## src/logic/flight_time_pkg.sv

```systemverilog
// Shared constants and carrier types of the correlator magnitude bank
package flight_time_pkg;
  // Clock and sample spacing of the correlator output
  localparam int unsigned CLK_PERIOD_NS = 10;
  localparam int unsigned SAMPLE_SPACING_NS = 250;
  localparam int unsigned SAMPLE_CYCLES = SAMPLE_SPACING_NS / CLK_PERIOD_NS;
  // Nine taps from -1000 ns to +1000 ns, four of them after the peak
  localparam int unsigned TAPS = 9;
  localparam int unsigned SAMPLES_AFTER_PEAK = 4;
  localparam int unsigned PEAK_SLOT = 4;
  localparam int unsigned FB_DEPTH = 128;
  localparam int unsigned ADDR_W = 10;
  localparam int unsigned USABLE_OCTETS = 114;
  // Register indices; byte address is four times the index
  localparam logic [7:0] IDX_MAG_MINUS_1000 = 8'h73;
  localparam logic [7:0] IDX_MAG_MINUS_750 = 8'h74;
  localparam logic [7:0] IDX_MAG_MINUS_500 = 8'h75;
  localparam logic [7:0] IDX_MAG_MINUS_250 = 8'h76;
  localparam logic [7:0] IDX_MAG_AT_PEAK = 8'h77;
  localparam logic [7:0] IDX_MAG_PLUS_250 = 8'h78;
  localparam logic [7:0] IDX_MAG_PLUS_500 = 8'h79;
  localparam logic [7:0] IDX_MAG_PLUS_750 = 8'h7a;
  localparam logic [7:0] IDX_MAG_PLUS_1000 = 8'h7b;
  localparam logic [7:0] IDX_CTRL = 8'h80;
  localparam logic [7:0] IDX_STATUS = 8'h81;
  // Field positions and reset values
  localparam int unsigned CTRL_ENABLE_BIT = 7;
  localparam int unsigned STAT_READY_BIT = 0;
  localparam int unsigned STAT_OVERWRITE_BIT = 1;
  localparam int unsigned STAT_LONG_BIT = 2;
  localparam logic [7:0] MAG_RESET = 8'h00;
  localparam logic ENABLE_RESET = 1'b0;

  // One consistent set of samples; mag[k] is (k - 4) * 250 ns from peak
  typedef struct packed {
    logic [TAPS-1:0][7:0] mag;
  } corr_set_t;

  // Received octet heading for the frame buffer
  typedef struct packed {
    logic valid;
    logic [6:0] index;
    logic [7:0] data;
  } rx_byte_t;
endpackage

```

## src/logic/correlator_magnitude_regs.sv

```systemverilog
// Frame buffer with correlator magnitude window behind an Avalon slave
//
// The implementer's own choice: register access over Avalon-MM.
`timescale 1ns/1ns
module correlator_magnitude_regs (
  input wire logic clk_i,
  input wire logic arst_n_i,
  input wire logic [flight_time_pkg::ADDR_W-1:0] avs_address_i,
  input wire logic avs_read_i,
  input wire logic avs_write_i,
  input wire logic [31:0] avs_writedata_i,
  input wire logic [3:0] avs_byteenable_i,
  output logic [31:0] avs_readdata_o,
  output logic avs_waitrequest_o,
  input wire logic [7:0] mag_i,
  input wire logic sync_detect_i,
  input wire flight_time_pkg::rx_byte_t rx_i,
  output logic flight_time_meas_enable_o
);
  import flight_time_pkg::*;

  logic ack;
  logic [7:0] idx;
  logic rd_first;
  logic wr_fire;
  logic sample_en;
  corr_set_t cap_set;
  logic cap_valid;
  logic cap_fire;
  logic [7:0] fbuf [FB_DEPTH];
  logic [TAPS-1:0][7:0] win_view;
  logic [TAPS-1:0][7:0] prev_cap;
  logic result_ready;
  logic overwritten;
  logic long_frame;
  logic rx_hits_window;
  logic rx_too_long;
  logic [7:0] next_rdata;

  // Sample clock enable for the correlator history
  sample_rate_div #(
    .DIV(SAMPLE_CYCLES)
  ) u_div (
    .clk_i(clk_i),
    .arst_n_i(arst_n_i),
    .sample_en_o(sample_en)
  );

  // History and snapshot of the magnitudes around the peak
  corr_window u_win (
    .clk_i(clk_i),
    .arst_n_i(arst_n_i),
    .sample_en_i(sample_en),
    .mag_i(mag_i),
    .sync_detect_i(sync_detect_i),
    .set_o(cap_set),
    .set_valid_o(cap_valid)
  );

  // Snapshots are dropped while the mode is off
  assign cap_fire = cap_valid && flight_time_meas_enable_o;

  // Bus decode: one wait cycle per access, byte address over four
  assign idx = avs_address_i[ADDR_W-1:2];
  assign avs_waitrequest_o = (avs_read_i || avs_write_i) && !ack;
  assign rd_first = avs_read_i && !ack;
  assign wr_fire = avs_write_i && ack;

  always_ff @(posedge clk_i or negedge arst_n_i) begin
    if (!arst_n_i) begin
      ack <= 1'b0;
    end else begin
      ack <= (avs_read_i || avs_write_i) && !ack;
    end
  end

  // Receiver writes at or above the first stored result slot, or past the usable length
  assign rx_hits_window = rx_i.valid && flight_time_meas_enable_o &&
                          ({1'b0, rx_i.index} >= IDX_MAG_MINUS_1000);
  assign rx_too_long = rx_i.valid && flight_time_meas_enable_o &&
                       ({1'b0, rx_i.index} >= 8'(USABLE_OCTETS));

  // Frame buffer entries; window slots take the snapshot first,
  // then received octets, then bus writes that are not read-only
  genvar k;
  generate
    for (k = 0; k < FB_DEPTH; k++) begin : g_fb
      localparam bit IN_WIN = (k >= int'(IDX_MAG_MINUS_1000)) &&
                              (k <= int'(IDX_MAG_PLUS_1000));
      localparam int SLOT =
        IN_WIN ? k - int'(IDX_MAG_MINUS_1000) : 0;
      logic bus_hit;
      assign bus_hit = wr_fire && (idx == 8'(k)) && avs_byteenable_i[0] &&
                       !(IN_WIN && flight_time_meas_enable_o);
      always_ff @(posedge clk_i or negedge arst_n_i) begin
        if (!arst_n_i) begin
          fbuf[k] <= MAG_RESET;
        end else if (IN_WIN && cap_fire) begin
          fbuf[k] <= cap_set.mag[SLOT];
        end else if (rx_i.valid && (rx_i.index == 7'(k))) begin
          fbuf[k] <= rx_i.data;
        end else if (bus_hit) begin
          fbuf[k] <= avs_writedata_i[7:0];
        end
      end
      if (IN_WIN) begin : g_view
        assign win_view[SLOT] = fbuf[k];
      end
    end
  endgenerate

  // Mode enable; write lands on the edge where waitrequest is low
  always_ff @(posedge clk_i or negedge arst_n_i) begin
    if (!arst_n_i) begin
      flight_time_meas_enable_o <= ENABLE_RESET;
    end else if (wr_fire && idx == IDX_CTRL && avs_byteenable_i[0]) begin
      flight_time_meas_enable_o <= avs_writedata_i[CTRL_ENABLE_BIT];
    end
  end

  // Sticky status, write one to clear; a new event wins over the clear
  always_ff @(posedge clk_i or negedge arst_n_i) begin
    if (!arst_n_i) begin
      result_ready <= 1'b0;
      overwritten <= 1'b0;
      long_frame <= 1'b0;
    end else begin
      if (cap_fire) begin
        result_ready <= 1'b1;
      end else if (wr_fire && idx == IDX_STATUS && avs_byteenable_i[0] &&
                   avs_writedata_i[STAT_READY_BIT]) begin
        result_ready <= 1'b0;
      end
      if (rx_hits_window) begin
        overwritten <= 1'b1;
      end else if (wr_fire && idx == IDX_STATUS && avs_byteenable_i[0] &&
                   avs_writedata_i[STAT_OVERWRITE_BIT]) begin
        overwritten <= 1'b0;
      end
      if (rx_too_long) begin
        long_frame <= 1'b1;
      end else if (wr_fire && idx == IDX_STATUS && avs_byteenable_i[0] &&
                   avs_writedata_i[STAT_LONG_BIT]) begin
        long_frame <= 1'b0;
      end
    end
  end

  // Read mux; unmapped indices read as zero
  always_comb begin
    next_rdata = 8'h00;
    if (!idx[7]) begin
      next_rdata = fbuf[idx[6:0]];
    end else if (idx == IDX_CTRL) begin
      next_rdata[CTRL_ENABLE_BIT] = flight_time_meas_enable_o;
    end else if (idx == IDX_STATUS) begin
      next_rdata[STAT_READY_BIT] = result_ready;
      next_rdata[STAT_OVERWRITE_BIT] = overwritten;
      next_rdata[STAT_LONG_BIT] = long_frame;
    end
  end

  // Read data is captured in the wait cycle so it stands at the ack edge
  always_ff @(posedge clk_i or negedge arst_n_i) begin
    if (!arst_n_i) begin
      avs_readdata_o <= 32'h0000_0000;
    end else if (rd_first) begin
      avs_readdata_o <= {24'h00_0000, next_rdata};
    end
  end

  // Assertion helper: the snapshot of the previous cycle
  always_ff @(posedge clk_i or negedge arst_n_i) begin
    if (!arst_n_i) begin
      prev_cap <= '0;
    end else begin
      prev_cap <= cap_set.mag;
    end
  end
endmodule

```

## src/logic/sample_rate_div.sv

```systemverilog
// Divider giving one enable pulse per correlator sample spacing
`timescale 1ns/1ns
module sample_rate_div #(
  parameter int unsigned DIV = flight_time_pkg::SAMPLE_CYCLES
) (
  input wire logic clk_i,
  input wire logic arst_n_i,
  output logic sample_en_o
);
  import flight_time_pkg::*;

  logic [7:0] count;

  // Free-running count; pulse on wrap so the rate never drifts
  always_ff @(posedge clk_i or negedge arst_n_i) begin
    if (!arst_n_i) begin
      count <= 8'h00;
    end else if (count == 8'(DIV - 1)) begin
      count <= 8'h00;
    end else begin
      count <= count + 8'h01;
    end
  end

  assign sample_en_o = (count == 8'(DIV - 1));
endmodule

```

## src/logic/corr_window.sv

```systemverilog
// History of correlator magnitudes and snapshot around the sync peak
`timescale 1ns/1ns
module corr_window (
  input wire logic clk_i,
  input wire logic arst_n_i,
  input wire logic sample_en_i,
  input wire logic [7:0] mag_i,
  input wire logic sync_detect_i,
  output flight_time_pkg::corr_set_t set_o,
  output logic set_valid_o
);
  import flight_time_pkg::*;

  logic [TAPS-1:0][7:0] hist;
  logic [TAPS-1:0][7:0] next_hist;
  logic [2:0] after_cnt;
  logic pending;
  logic fire;

  // Shifted history as it stands after this edge; hist[0] is newest
  always_comb begin
    next_hist = hist;
    if (sample_en_i) begin
      next_hist = {hist[TAPS-2:0], mag_i};
    end
  end

  always_ff @(posedge clk_i or negedge arst_n_i) begin
    if (!arst_n_i) begin
      hist <= '0;
    end else begin
      hist <= next_hist;
    end
  end

  // Peak is the newest sample after the sync edge; wait four more
  always_ff @(posedge clk_i or negedge arst_n_i) begin
    if (!arst_n_i) begin
      pending <= 1'b0;
      after_cnt <= 3'h0;
    end else if (sync_detect_i) begin
      pending <= 1'b1;
      after_cnt <= 3'(SAMPLES_AFTER_PEAK);
    end else if (fire) begin
      pending <= 1'b0;
      after_cnt <= 3'h0;
    end else if (pending && sample_en_i) begin
      after_cnt <= after_cnt - 3'h1;
    end
  end

  assign fire = pending && sample_en_i && (after_cnt == 3'h1) &&
                !sync_detect_i;

  // Whole set is taken in one edge so software never sees a mix
  genvar k;
  generate
    for (k = 0; k < TAPS; k++) begin : g_snap
      always_ff @(posedge clk_i or negedge arst_n_i) begin
        if (!arst_n_i) begin
          set_o.mag[k] <= MAG_RESET;
        end else if (fire) begin
          set_o.mag[k] <= next_hist[TAPS-1-k];
        end
      end
    end
  endgenerate

  always_ff @(posedge clk_i or negedge arst_n_i) begin
    if (!arst_n_i) begin
      set_valid_o <= 1'b0;
    end else begin
      set_valid_o <= fire;
    end
  end
endmodule

```

## config.mk

```make
export PLATFORM = sky130hd
export DESIGN_NAME = correlator_magnitude_regs
export DESIGN_NICKNAME = d
export VERILOG_FILES = /design/src/logic/flight_time_pkg.sv /design/src/logic/correlator_magnitude_regs.sv /design/src/logic/sample_rate_div.sv /design/src/logic/corr_window.sv
export SDC_FILE = /design/constraint.sdc
export NUM_CORES = 2
export LEC_CHECK = 0
export ABC_CLOCK_PERIOD_IN_PS = 2950
export BUFFER_PORTS_ARGS = -buffer_cell sky130_fd_sc_hd__buf_2
export CAP_MARGIN = 20
export CORE_UTILIZATION = 60
export DETAILED_ROUTE_END_ITERATION = 12
export GPL_ROUTABILITY_DRIVEN = 0
export PLACE_DENSITY = 0.77
export SLEW_MARGIN = 5
export SYNTH_ARGS = -nofsm -noshare
export SYNTH_HDL_FRONTEND = slang
export SYNTH_SLANG_ARGS = --single-unit
```

## constraint.sdc

```tcl
create_clock -name clk_i -period 2.95 [get_ports clk_i]
set_input_delay 0.1475 -clock clk_i [delete_from_list [all_inputs] [get_ports clk_i]]
set_output_delay 0.1475 -clock clk_i [all_outputs]
set_load 0.1 [all_outputs]
```

==> flow_metrics.tcl <==
set metrics [dict create \
    outcome "complete, no violations" \
    post-route-period-util 0.954 \
    die_area_um2 108000 \
    via_per_inst 6.59 \
    synth-seq-area-share 0.469 \
    holdPathEnd "fbuf[344]" \
    drt_iter0_drc 5634 \
    path_max_fanout 8 \
    grt_pass1_wl_um 305000 \
    ant_nets 0 \
    clock_path_buffers 3 \
    r2r-start "ack" \
    cp_top_family "buffers and inverters" \
    cts_root_buf "clkbuf_16" \
    setup_viol 0 \
    synthesis.area_um2 63700 \
    ir_drop_v 0.000572 \
    synth-edff-count 0 \
    endpoint_kind "register" \
    wirelength_um 199000 \
    crit_type "reg -> reg" \
    hold_path_class "in -> reg" \
    final_common_cell "dfrtp_1" \
    initial_utilization 0.605 \
    die_w_um 328 \
    drt_first_pass_iters 7 \
    core.rowCount 119 \
    tns_ps 0 \
    hpwl_um 129000 \
    path_clk_slew_ps 60 \
    synth-seq-cells 1194 \
    power_density_nw_per_um2 549 \
    met2_usage 0.548 \
    slowest_stage "dlygate4sd3_1" \
    reg2regPathDepth 8 \
    cp_data_required_time_ps 3580 \
    hold_viol 0 \
    insertion_delay_ps 740 \
    synth_ff_type "dfrtp_1" \
    path_cells "and3_1 > buf_4 > nand4_2 > buf_4 > nor2_4 > mux2i_1 > o21ai_0 > dlygate4sd3_1" \
    timing.critical_path.mode_cell "buf_4" \
    synth_cell_types 65 \
    worst_slew_pin_slew_ps 1230 \
    antenna_found_initial 10 \
    switching_power_w 0.0106 \
    fin_ws_ps 135 \
    startpoint_type "register" \
    syn_inst 5949 \
    gr-total-overflow 0 \
    reg2reg_slack_ps 130 \
    timing.fmax_ghz 0.355 \
    reg2reg_to "fbuf[345]" \
    cts_max_level 3 \
    min_period_ps 2820 \
    crit_path_max_incr_delay_ps 550 \
    core-area_um2 105000 \
    grt_util_met3 0.111 \
    busiest_layer "met2" \
    grt_max_degree 128 \
    combPwrFrac 0.123 \
    vias 49486 \
    power.leakage_nw 31.1 \
    layout-drive-gt1-share 0.201 \
    finalMaxSlewViolations 0 \
    rsz0062_at_grt "false" \
    clkPwrFrac 0.404 \
    final_nets 6084 \
    wl_per_cell_um 26.5 \
    synthArstFlopShare 1.00 \
    ios 109 \
    maxCapViolCount 0 \
    track_usage 0.374 \
    grt_pass1_vias 49600 \
    drc 0 \
    p_seq_frac 0.473 \
    dp_slack_ps -201 \
    arrival_ps 3440 \
    fin_hold_ws_ps 46.9 \
    portBuffers 55 \
    clock-sinks 1194 \
    fin_skew_ps 22.9 \
    area_growth_pct 12.1 \
    cts_tree "yes" \
    die_h_um 328 \
    min_path_cells 3 \
    gr-usage-met1 0.495 \
    cts_buffers 121 \
    final_cell_mix "1194 x dfrtp_1, 1124 x nand2_1, 1028 x mux2i_1" \
    swShare 0.269 \
    cp.buffers_inverters 3 \
    synth_area_per_cell_um2 10.7 \
    maxSlewHeadroom 0.178 \
    ys.warnings.count 0 \
    fill_cells 7587 \
    hold_start "rx_i[0]" \
    intPower_w 0.0287 \
]
==> layer usage <==
metal,wire (µm),vias to the layer above
li1,-,21197
met1,75900,24565
met2,86700,2962
met3,23200,756
met4,13300,6
met5,38,-
==> power groups by stage <==
stage / Clock (W) / Combinational, W / Sequential [W]
floorplan: 0 / 0.00296 / 0.0186
global placement: 0 / 0.00452 / 0.0187
detailed placement: 0 / 0.00469 / 0.0188
CTS: 0.0159 / 0.00473 / 0.0185
global route: 0.0165 / 0.00513 / 0.0187
finish: 0.0158 / 0.00482 / 0.0186
==> cell families (layout without fill, tap and decap cells) <==
group,count (synthesis),count (layout),synth area share
DFF,1194,1194,0.469
AOI/OAI and AO/OA,1194,1194,0.0992
adders and majority gates,4,4,0.000785
muxes,1529,1529,0.297
xor gates and xnor gates,7,7,0.000962
other,1,31,0.0000588
buffers and inverters,542,676,0.0359
and+or+nand+nor,1478,1478,0.0974
==> flip-flops by register name (all words and copies together) (netlist names), 3 cells and up <==
name and flops:
avs_readdata_o 8, fbuf 1024, u_win.set_o 72, u_win.after_cnt 3, u_div.count 8, u_win.hist 72
==> worst max-delay path by stage <==
stage | endpoint | slack (ps) | startpoint | cells past startpoint
2_1_floorplan | fbuf[100] | 470 | flight_time_meas_enable_o | 6
6_report | fbuf[345] | 130 | ack | 8
5_1_grt | fbuf[345] | 70 | ack | 8
4_1_cts | fbuf[345] | 80 | ack | 8
3_3_place_gp | avs_readdata_o[1] | -210 | avs_address_i[2] | 8
3_5_place_dp | avs_readdata_o[1] | -200 | avs_address_i[2] | 8
==> synthesized netlist by cell type (4+ instances only) <==
cell / instances / area (µm²)
nand2_1: 1124 / 4220
o22ai_1: 9 / 56.3
and2_1: 6 / 37.5
nand2b_1: 14 / 87.6
nor4_1: 7 / 43.8
clkbuf_1: 357 / 1340
a211oi_1: 6 / 45.0
nor3b_1: 4 / 30.0
a21oi_1: 44 / 220
o21ai_0: 982 / 4910
buf_2: 47 / 235
a22o_1: 5 / 43.8
a31oi_1: 4 / 25.0
nor2_1: 152 / 571
o21ai_1: 44 / 220
or3_1: 5 / 31.3
nand4_1: 5 / 31.3
xnor2_1: 4 / 35.0
nor3_2: 9 / 90.1
mux2_2: 236 / 2660
and3_1: 5 / 31.3
dfrtp_1: 1194 / 29900
mux2i_1: 1028 / 10300
nand2_2: 8 / 50.1
nand3_1: 13 / 65.1
nor3_1: 13 / 65.1
ha_1: 4 / 50.1
buf_6: 6 / 67.6
inv_1: 4 / 15.0
nand3b_1: 5 / 37.5
mux4_2: 265 / 5970
nor2_4: 11 / 124
nor2b_1: 18 / 113
nor2_2: 61 / 382
buf_1: 95 / 357
o41ai_1: 10 / 87.6
a21o_1: 4 / 30.0
buf_4: 29 / 218
a22oi_1: 68 / 510
==> what timing repair did <==
item                                    in CTS  in global routing
endpoints found under the setup margin       0                  1
buffers inserted                             0                  0
hold endpoints to repair                  1047                  0
hold buffers                                25                  0
resized for setup                            0                  1
==> metrics by stage <==
step	total power [W]	instances	area, µm²	util
2_1_floorplan	0.0216	5972	63800	-
3_3_place_gp	0.0232	7248	67100	0.637
3_5_place_dp	0.0235	7248	67100	0.637
4_1_cts	0.0392	7497	71400	0.678
5_1_grt	0.0403	7499	71400	0.678
6_report	0.0392	7504	71400	0.679
==> worst reg2reg max path: stages (launching register included) <==
cell and delay [ps]:
dfrtp_1 390, and3_1 530, buf_4 240, nand4_2 100, buf_4 240, nor2_4 350
mux2i_1 240, o21ai_0 80, dlygate4sd3_1 550
==> area by class of cell <==
| type | instances | area, µm² | share of cell area |
|---|---|---|---|
| diodes | 7 | 17.5 | 0.000245 |
| clock buffers | 191 | 3640 | 0.0510 |
| clock inverters | 33 | 439 | 0.00615 |
| inverters | 5 | 18.8 | 0.000263 |
| multi-input cells | 4236 | 31700 | 0.444 |
| flip-flops and latches | 1194 | 29900 | 0.418 |
| well taps | 1391 | 1740 | 0.0244 |
| repair buffers | 447 | 3990 | 0.0559 |
No activity file was read; power rests on OpenSTA's default activity.
